--- config.mk ---
export PLATFORM = sky130hd
export DESIGN_NAME = ios_seq_top
export DESIGN_NICKNAME = d
export VERILOG_FILES = /design/src/core/ios_lin_ms.v /design/src/core/ios_seq_top.v
export VERILOG_INCLUDE_DIRS = /design/src /design/src/core
export SDC_FILE = /design/constraint.sdc
export NUM_CORES = 1
export LEC_CHECK = 0
export BUFFER_PORTS_ARGS = -buffer_cell sky130_fd_sc_hd__buf_4
export CAP_MARGIN = 20
export CORE_MARGIN = 2
export CORE_UTILIZATION = 52
export DETAILED_ROUTE_END_ITERATION = 6
export PLACE_DENSITY = 0.69
export SETUP_SLACK_MARGIN = 0.05
export SLEW_MARGIN = 20
export SYNTH_ARGS = -nofsm -noshare
export SYNTH_HDL_FRONTEND = slang
export SYNTH_SLANG_ARGS = --single-unit
--- constraint.sdc ---
create_clock -name core_clk_i -period 5.66 [get_ports core_clk_i]
set_input_delay 0.566 -clock core_clk_i [delete_from_list [all_inputs] [get_ports core_clk_i]]
set_output_delay 0.566 -clock core_clk_i [all_outputs]
set_load 0.005 [all_outputs]
--- src/core/ios_seq_consts.vh ---
`ifndef IOS_SEQ_CONSTS_VH
`define IOS_SEQ_CONSTS_VH

// Command codes of the held settings
`define IOS_CMD_UV_WARN 8'h58
`define IOS_CMD_UV_FAULT 8'h59
`define IOS_CMD_UV_RESP 8'h5A
`define IOS_CMD_PG_ON 8'h5E
`define IOS_CMD_TON_DLY 8'h60
`define IOS_CMD_TURN_ON_RAMP_TIME 8'h61
`define IOS_CMD_TOFF_DLY 8'h64

// Values held after reset
`define IOS_RST_UV_WARN 16'h0000
`define IOS_RST_UV_FAULT 16'h0000
`define IOS_RST_UV_RESP 8'h80
`define IOS_RST_PG_ON 16'h0000
`define IOS_RST_TON_DLY 16'h0003
`define IOS_RST_TURN_ON_RAMP_TIME 16'h0000
`define IOS_RST_TOFF_DLY 16'h0004

// Fault reaction byte fields
`define IOS_RESP_MODE_HI 7
`define IOS_RESP_MODE_LO 6
`define IOS_RETRY_CNT_HI 5
`define IOS_RETRY_CNT_LO 3
`define IOS_RETRY_TIME_HI 2
`define IOS_RETRY_TIME_LO 0
`define IOS_MODE_DIS_RETRY 2'h2
`define IOS_RETRY_NONE 3'h0
`define IOS_RETRY_FOREVER 3'h7

// Linear format fields
`define IOS_LIN_EXP_HI 15
`define IOS_LIN_EXP_LO 11
`define IOS_LIN_MANT_HI 10

// Timing
`define IOS_CLK_PERIOD_NS 5
`define IOS_MS_NS 1000000
`define IOS_RETRY_STEP_MS 16'h0023

`endif

--- src/core/ios_lin_ms.v ---
`timescale 1ns/1ps
`include "ios_seq_consts.vh"

// Linear value (5-bit signed exponent, 11-bit signed mantissa) to whole
// milliseconds; negative values give zero, large values saturate.
module ios_lin_ms (
    input wire [15:0] lin_i, // Linear format time in ms
    output reg [15:0] ms_o   // Whole milliseconds
);
    wire signed [4:0] exp_w;
    wire [31:0] mant_w;
    reg [31:0] shl_w;
    reg [4:0] nexp_w;

    assign exp_w = lin_i[`IOS_LIN_EXP_HI:`IOS_LIN_EXP_LO];
    assign mant_w = {21'h000000, lin_i[`IOS_LIN_MANT_HI:0]};

    always @* begin
        shl_w = 32'h00000000;
        nexp_w = 5'h00;
        ms_o = 16'h0000;
        if (lin_i[`IOS_LIN_MANT_HI]) begin
            ms_o = 16'h0000;
        end else if (exp_w >= 0) begin
            shl_w = mant_w << exp_w[3:0];
            if (shl_w[31:16] != 16'h0000) begin
                ms_o = 16'hFFFF;
            end else begin
                ms_o = shl_w[15:0];
            end
        end else begin
            nexp_w = 5'h00 - exp_w;
            shl_w = mant_w >> nexp_w;
            ms_o = shl_w[15:0];
        end
    end
endmodule

--- src/core/ios_seq_top.v ---
`timescale 1ns/1ps
`include "ios_seq_consts.vh"

module ios_seq_top #(
    parameter MS_CYCLES = `IOS_MS_NS / `IOS_CLK_PERIOD_NS
) (
    input wire core_clk_i,           // Clock, 200 MHz
    input wire rst_i,                // Asynchronous reset, active high
    input wire enable_i,             // Output enable request
    input wire soft_off_i,           // Soft-off ramp-down configured
    input wire uv_warn_i,            // Input below warning threshold
    input wire uv_fault_i,           // Input below fault threshold
    input wire clear_faults_i,       // Clear fault flags
    input wire [15:0] vout_i,        // Measured output voltage
    input wire cmd_valid_i,          // Command strobe
    input wire cmd_write_i,          // 1 write, 0 read
    input wire cmd_byte_i,           // 1 byte transfer, 0 word
    input wire [7:0] cmd_code_i,     // Command code
    input wire [15:0] cmd_wdata_i,   // Write data
    output reg rsp_valid_o,          // Answer strobe
    output reg rsp_err_o,            // Command refused
    output reg [15:0] rsp_data_o,    // Read data
    output reg [15:0] uv_warn_thr_o, // Warning threshold to comparator
    output reg [15:0] uv_fault_thr_o, // Fault threshold to comparator
    output reg out_en_o,             // Power stage enable
    output reg rise_o,               // Output ramp-up in progress
    output reg fall_soft_o,          // Soft ramp-down start pulse
    output reg power_good_output_o,  // Power good
    output reg alert_line_n_o,       // Alert, active low
    output reg uv_fault_flag_o,      // Under-voltage fault status bit
    output reg uv_warn_flag_o        // Under-voltage warning status bit
);
    localparam [2:0] ST_OFF = 3'h0;
    localparam [2:0] ST_ONDLY = 3'h1;
    localparam [2:0] ST_RISE = 3'h2;
    localparam [2:0] ST_ON = 3'h3;
    localparam [2:0] ST_OFFDLY = 3'h4;
    localparam [2:0] ST_RETRY = 3'h5;
    localparam [2:0] ST_HOLD = 3'h6;
    localparam [31:0] MS_LAST = MS_CYCLES - 1;

    reg [7:0] resp_q;
    reg [15:0] pg_thr_q;
    reg [15:0] ton_dly_q;
    reg [15:0] turn_on_ramp_time_q;
    reg [15:0] toff_dly_q;
    reg [2:0] st_q;
    reg [2:0] st_d;
    reg [2:0] left_q;
    reg [2:0] left_d;
    reg [31:0] pre_q;
    reg [15:0] ms_q;
    reg [15:0] target_w;
    reg rd_ok_w;
    reg [15:0] rd_w;

    wire [15:0] ton_ms_w;
    wire [15:0] rise_ms_w;
    wire [15:0] toff_ms_w;
    wire [1:0] mode_w;
    wire [2:0] retry_cnt_w;
    wire [15:0] retry_ms_w;
    wire ms_tick_w;
    wire done_w;
    wire powered_w;
    wire fault_trip_w;
    wire wr_w;

    assign mode_w = resp_q[`IOS_RESP_MODE_HI:`IOS_RESP_MODE_LO];
    assign retry_cnt_w = resp_q[`IOS_RETRY_CNT_HI:`IOS_RETRY_CNT_LO];
    assign retry_ms_w = ({13'h0000, resp_q[`IOS_RETRY_TIME_HI:`IOS_RETRY_TIME_LO]}
        + 16'h0001) * `IOS_RETRY_STEP_MS;
    assign ms_tick_w = (pre_q == MS_LAST);
    assign done_w = (ms_q >= target_w);
    assign powered_w = (st_q == ST_ONDLY) || (st_q == ST_RISE) || (st_q == ST_ON)
        || (st_q == ST_OFFDLY);
    assign fault_trip_w = uv_fault_i && powered_w && (mode_w == `IOS_MODE_DIS_RETRY);
    assign wr_w = cmd_valid_i && cmd_write_i;

    ios_lin_ms u_ton (
        .lin_i(ton_dly_q),
        .ms_o(ton_ms_w)
    );

    ios_lin_ms u_rise (
        .lin_i(turn_on_ramp_time_q),
        .ms_o(rise_ms_w)
    );

    ios_lin_ms u_toff (
        .lin_i(toff_dly_q),
        .ms_o(toff_ms_w)
    );

    // Command decode; the fault reaction is the only byte-sized setting
    always @* begin
        rd_ok_w = 1'b1;
        rd_w = 16'h0000;
        case (cmd_code_i)
            `IOS_CMD_UV_WARN: begin
                rd_w = uv_warn_thr_o;
                rd_ok_w = !cmd_byte_i;
            end
            `IOS_CMD_UV_FAULT: begin
                rd_w = uv_fault_thr_o;
                rd_ok_w = !cmd_byte_i;
            end
            `IOS_CMD_UV_RESP: begin
                rd_w = {8'h00, resp_q};
                rd_ok_w = cmd_byte_i;
            end
            `IOS_CMD_PG_ON: begin
                rd_w = pg_thr_q;
                rd_ok_w = !cmd_byte_i;
            end
            `IOS_CMD_TON_DLY: begin
                rd_w = ton_dly_q;
                rd_ok_w = !cmd_byte_i;
            end
            `IOS_CMD_TURN_ON_RAMP_TIME: begin
                rd_w = turn_on_ramp_time_q;
                rd_ok_w = !cmd_byte_i;
            end
            `IOS_CMD_TOFF_DLY: begin
                rd_w = toff_dly_q;
                rd_ok_w = !cmd_byte_i;
            end
            default: begin
                rd_ok_w = 1'b0;
            end
        endcase
    end

    // Settings and answers
    always @(posedge core_clk_i or posedge rst_i) begin
        if (rst_i) begin
            uv_warn_thr_o <= `IOS_RST_UV_WARN;
            uv_fault_thr_o <= `IOS_RST_UV_FAULT;
            resp_q <= `IOS_RST_UV_RESP;
            pg_thr_q <= `IOS_RST_PG_ON;
            ton_dly_q <= `IOS_RST_TON_DLY;
            turn_on_ramp_time_q <= `IOS_RST_TURN_ON_RAMP_TIME;
            toff_dly_q <= `IOS_RST_TOFF_DLY;
            rsp_valid_o <= 1'b0;
            rsp_err_o <= 1'b0;
            rsp_data_o <= 16'h0000;
        end else begin
            rsp_valid_o <= cmd_valid_i;
            rsp_err_o <= cmd_valid_i && !rd_ok_w;
            rsp_data_o <= (cmd_valid_i && !cmd_write_i && rd_ok_w) ? rd_w : 16'h0000;
            if (wr_w && rd_ok_w) begin
                case (cmd_code_i)
                    `IOS_CMD_UV_WARN: begin
                        uv_warn_thr_o <= cmd_wdata_i;
                    end
                    `IOS_CMD_UV_FAULT: begin
                        uv_fault_thr_o <= cmd_wdata_i;
                    end
                    `IOS_CMD_UV_RESP: begin
                        resp_q <= cmd_wdata_i[7:0];
                    end
                    `IOS_CMD_PG_ON: begin
                        pg_thr_q <= cmd_wdata_i;
                    end
                    `IOS_CMD_TON_DLY: begin
                        ton_dly_q <= cmd_wdata_i;
                    end
                    `IOS_CMD_TURN_ON_RAMP_TIME: begin
                        turn_on_ramp_time_q <= cmd_wdata_i;
                    end
                    `IOS_CMD_TOFF_DLY: begin
                        toff_dly_q <= cmd_wdata_i;
                    end
                    default: begin
                        resp_q <= resp_q;
                    end
                endcase
            end
        end
    end

    // Wait length of the current state
    always @* begin
        case (st_q)
            ST_ONDLY: begin
                target_w = ton_ms_w;
            end
            ST_RISE: begin
                target_w = rise_ms_w;
            end
            ST_OFFDLY: begin
                target_w = toff_ms_w;
            end
            ST_RETRY: begin
                target_w = retry_ms_w;
            end
            default: begin
                target_w = 16'hFFFF;
            end
        endcase
    end

    // Sequencer
    always @* begin
        st_d = st_q;
        left_d = left_q;
        case (st_q)
            ST_OFF: begin
                if (enable_i) begin
                    st_d = ST_ONDLY;
                    left_d = retry_cnt_w;
                end
            end
            ST_ONDLY: begin
                if (done_w) begin
                    st_d = ST_RISE;
                end
            end
            ST_RISE: begin
                if (done_w) begin
                    st_d = ST_ON;
                end
            end
            ST_ON: begin
                st_d = ST_ON;
            end
            ST_OFFDLY: begin
                if (done_w) begin
                    st_d = ST_OFF;
                end
            end
            ST_RETRY: begin
                // restart only after the full interval
                if (!enable_i) begin
                    st_d = ST_OFF;
                end else if (done_w) begin
                    if (retry_cnt_w == `IOS_RETRY_FOREVER) begin
                        st_d = ST_ONDLY;
                    end else if (left_q != 3'h0) begin
                        left_d = left_q - 3'h1;
                        st_d = ST_ONDLY;
                    end else begin
                        st_d = ST_HOLD;
                    end
                end
            end
            ST_HOLD: begin
                // stays off until the fault is cleared
                if (clear_faults_i && !uv_fault_i) begin
                    st_d = ST_OFF;
                end
            end
            default: begin
                st_d = ST_OFF;
            end
        endcase
        if ((st_q == ST_ONDLY) || (st_q == ST_RISE) || (st_q == ST_ON)) begin
            if (!enable_i) begin
                st_d = (toff_ms_w == 16'h0000) ? ST_OFF : ST_OFFDLY;
            end
        end
        if (fault_trip_w) begin
            // no retry goes straight to hold
            st_d = (retry_cnt_w == `IOS_RETRY_NONE) ? ST_HOLD : ST_RETRY;
        end
    end

    // Millisecond timer, restarted on every state change so a wait is never short
    always @(posedge core_clk_i or posedge rst_i) begin
        if (rst_i) begin
            pre_q <= 32'h00000000;
            ms_q <= 16'h0000;
        end else if (st_d != st_q) begin
            pre_q <= 32'h00000000;
            ms_q <= 16'h0000;
        end else if (ms_tick_w) begin
            pre_q <= 32'h00000000;
            if (ms_q != 16'hFFFF) begin
                ms_q <= ms_q + 16'h0001;
            end
        end else begin
            pre_q <= pre_q + 32'h00000001;
        end
    end

    always @(posedge core_clk_i or posedge rst_i) begin
        if (rst_i) begin
            st_q <= ST_OFF;
            left_q <= 3'h0;
        end else begin
            st_q <= st_d;
            left_q <= left_d;
        end
    end

    // Pin outputs, all registered from next state
    always @(posedge core_clk_i or posedge rst_i) begin
        if (rst_i) begin
            out_en_o <= 1'b0;
            rise_o <= 1'b0;
            fall_soft_o <= 1'b0;
            power_good_output_o <= 1'b0;
        end else begin
            out_en_o <= (st_d == ST_RISE) || (st_d == ST_ON) || (st_d == ST_OFFDLY);
            rise_o <= (st_d == ST_RISE);
            // soft fall only after a nonzero delay
            fall_soft_o <= soft_off_i && (st_q == ST_OFFDLY) && (st_d == ST_OFF);
            power_good_output_o <= ((st_d == ST_RISE) || (st_d == ST_ON))
                && (vout_i >= pg_thr_q);
        end
    end

    // Status flags: an event in the clearing cycle keeps its flag set
    always @(posedge core_clk_i or posedge rst_i) begin
        if (rst_i) begin
            uv_fault_flag_o <= 1'b0;
            uv_warn_flag_o <= 1'b0;
            alert_line_n_o <= 1'b1;
        end else begin
            // fault bit and alert in every mode
            uv_fault_flag_o <= uv_fault_i || (uv_fault_flag_o && !clear_faults_i);
            uv_warn_flag_o <= uv_warn_i || (uv_warn_flag_o && !clear_faults_i);
            alert_line_n_o <= !(uv_fault_i || uv_warn_i
                || ((uv_fault_flag_o || uv_warn_flag_o) && !clear_faults_i));
        end
    end
endmodule

==> out/summary.txt <==
CP Class: reg -> reg
CTS clk-pin slew, worst paths: 0.10 ns
top sig layer: met4
Remaining DRCs: 4
DR WL met2: 18.8 mm
CTS tree: yes
Post-Syn Nets: 1595
leakage power: 0.00688 uW
Post-synth EDFFs: 0
metal1 wirelength: 17.8 mm
Max VDD drop: 0.000192 V
Mapped Area: 0.0139 mm2
routed via count: 12200
cts bufs inserted: 17
Worst slew margin: 38.8%
period utilization: 90.8%
final setup violation count: 0
Synth warnings: 0
Starting Density: 53.1%
Max FO, Critical Path: 48
synth cell count leaders: dfrtp_1, mux2_2, nand2_1
FF/Latch Area: 0.00459 mm2
final hold vios: 0
worst-skew pair later-pin latency: 0.46 ns
combinational fraction of design power: 18.6%
H-Tree Depth: 4
Multi-input gate area: 0.00876 mm2
DIE WIDTH: 167 um
critical path launch point type: flip-flop
total die area: 0.0280 mm2
Hold Crit Start: cmd_valid_i
pwr dens: 211 mW/mm2
fill count: 2258
status: complete, but fails checks
Final min period: 5.14 ns
post-CTS sizing: 0
RSZ-0062 raised after global routing: false
Max Slew Vio Count: 0
I/O Pins: 107
routed wl met3: 2.96 mm
vias in the first global route: 11800
clock power share: 40.5%
Bufs and invs on worst path: 2
Switching Fraction: 34.0%
P_sw: 1130 uW
Avg Inst Size Synth: 9.30 um2
DR WL/cell: 21.2 um
CP peak stage delay: 0.56 ns
worst path arrival time: 5.49 ns
failing checks: DRC
Synth cell types: 80
ANT nets after route: 0
first-pass GRT wire length: 66.0 mm
final wirelength: 40.6 mm
top cell type's share of synthesized area: 32.1%
Max Buffers Root-to-Sink: 2
Die Height: 167 um
# clock sinks: 183
Top Family by Delay on Critical Path: compound AO/OA/AOI/OAI gates
area grow syn2layout: 13.5%
WHS: 0.252 ns
final instance area: 0.0158 mm2
max-cap viol count: 0
Overflow after GRT: 0
worst slew pin tran: 0.911 ns
register area share after synthesis: 33.0%
GRT Total Usage: 29.4%
Post-synth ARST share: 100%
CTS Root Buffer Type: clkbuf_16
share of cells above drive strength 1: 25.9%
Buffers on Ports: 106
Post-DP Area: 0.0151 mm2
Mapped Cells: 1492
Worst Setup SP: toff_dly_q[5]$_DFFE_PP0P_
top cells by area, synth: dfrtp_1, mux2_2, mux2i_1
RePlAce Congestion: 0.967
final HPWL from detailed placement: 29.7 mm
crit path max-delay cell type: dfrtp_1
r2r startpoint: toff_dly_q[5]$_DFFE_PP0P_
largest area contributor in the netlist: dfrtp_1
Post-CTS Setup Bufs: 0
row cnt: 59
total negative slack: 0 ns
FF+latch count, synth: 183
CP required: 6.01 ns
crit-path cells: mux4_2 -> a211o_1 -> o21ai_0 -> nand3_1 -> o31ai_1 -> a22oi_1 -> nor2_1 -> o211a_1 -> ha_1 -> a211o_1 -> nor3_1 -> o21a_1 -> o31ai_1 -> buf_4 -> o211a_1 -> nor2_1 -> nand2_1 -> o31a_2 -> buf_12 -> nor4_2
Pint: 2190 uW
vias per std cell: 6.36
hold buffers post-CTS: 0
worst min path class: in -> reg
FMAX: 195 MHz
Core Footprint: 0.0261 mm2
sequential share of power: 40.9%
Initial DRT Pass Iterations: 7
Fin Clk Skew: 0.0163 ns
critical path capture point type: flip-flop
Layout Nets: 1668
largest net degree at the start of global routing: 124
initial antenna violation count: 0
DRT iter0 DRCs: 1230
antenna cell count: 0
Top FF cell, synth: dfrtp_1
most common cell in the netlist: dfrtp_1
worst register-to-register path: stages (launching register included):
cell,delay (ns)
dfrtp_1,0.56
mux4_2,0.56
a211o_1,0.30
o21ai_0,0.18
nand3_1,0.24
o31ai_1,0.45
a22oi_1,0.19
nor2_1,0.20
o211a_1,0.17
ha_1,0.23
a211o_1,0.27
nor3_1,0.16
o21a_1,0.16
o31ai_1,0.08
buf_4,0.17
o211a_1,0.24
nor2_1,0.18
nand2_1,0.07
o31a_2,0.13
buf_12,0.20
nor4_2,0.31
cell families after synthesis:
kind of cell    synth area share (%)
compound gates                  15.5
xor+xnor                        4.10
fa+ha+maj                       4.78
buf+inv                         4.35
flops                           33.0
mux                             20.3
simple gates                    17.9
per-stage QoR:
stage	util [%]	setup slack [ns]	instances	total power, uW
global placement	57.6	0.458	1881	1980
finish	60.3	0.521	1913	3320
floorplan	-	0.0911	1492	1790
global route	60.3	0.0872	1913	3440
detailed placement	57.6	0.379	1881	1990
CTS	60.1	0.319	1913	3330
final cells by class:
type,count,area share (%)
Multi-Input combinational cell,1164,55.6
Tap cell,335,2.66
Inverter,48,1.19
Clock inverter,15,1.45
Clock buffer,17,2.70
Sequential cell,183,29.1
Timing Repair Buffer,151,7.30
registers in the layout, summed over array words and instances (netlist names), 3 cells and up:
| register | count |
|---|---|
| pre_q | 32 |
| resp_q | 8 |
| pg_thr_q | 16 |
| ms_q | 16 |
| st_q | 3 |
| uv_fault_thr_o | 16 |
| turn_on_ramp_time_q | 16 |
| ton_dly_q | 16 |
| uv_warn_thr_o | 16 |
| toff_dly_q | 16 |
| left_q | 3 |
| rsp_data_o | 16 |
cell usage in the layout, fill, tap and decap left out, types with 20 or more instances in the layout:
cell     count
xor2_1      33
nor3_2      23
mux2i_1     74
a21oi_1     83
mux2_2     140
inv_1       41
nand3_1     38
mux4_2      22
o21ai_0    103
dfrtp_1    175
nor3_1      40
ha_1        51
nor2_1     105
and3_1      20
nand2_1    131
buf_4      149
xnor2_1     31
power by group through the flow:
stage | logic [uW] | registers (uW) | clock network [uW]
3_5_place_dp | 606 | 1380 | 0
4_1_cts | 608 | 1360 | 1370
3_3_place_gp | 600 | 1380 | 0
5_1_grt | 672 | 1360 | 1410
6_report | 618 | 1360 | 1340
2_1_floorplan | 417 | 1370 | 0
routing by layer:
layer  track usage (%)  vias to the layer above
met1              41.2                     5928
met5                 0                        -
met2              47.3                      539
li1                  -                     5645
met3              4.87                       64
met4              8.28                        0
path summary, 6_finish.rpt:
check / to / slack, ns / cells after the start
min in group asynchronous: pg_thr_q[1]$_DFFE_PP0P_ / 0.27 / 2
setup / recovery: pre_q[10]$_DFF_PP0_ / 0.52 / 20
hold / removal: rsp_valid_o$_DFF_PP0_ / 0.25 / 1
max in group asynchronous: uv_fault_flag_o$_DFF_PP0_ / 4.04 / 3
setup reg to reg: pre_q[10]$_DFF_PP0_ / 0.52 / 20
hold reg to reg: uv_warn_flag_o$_DFF_PP0_ / 0.50 / 1
Power figures use the tool's default switching activity.
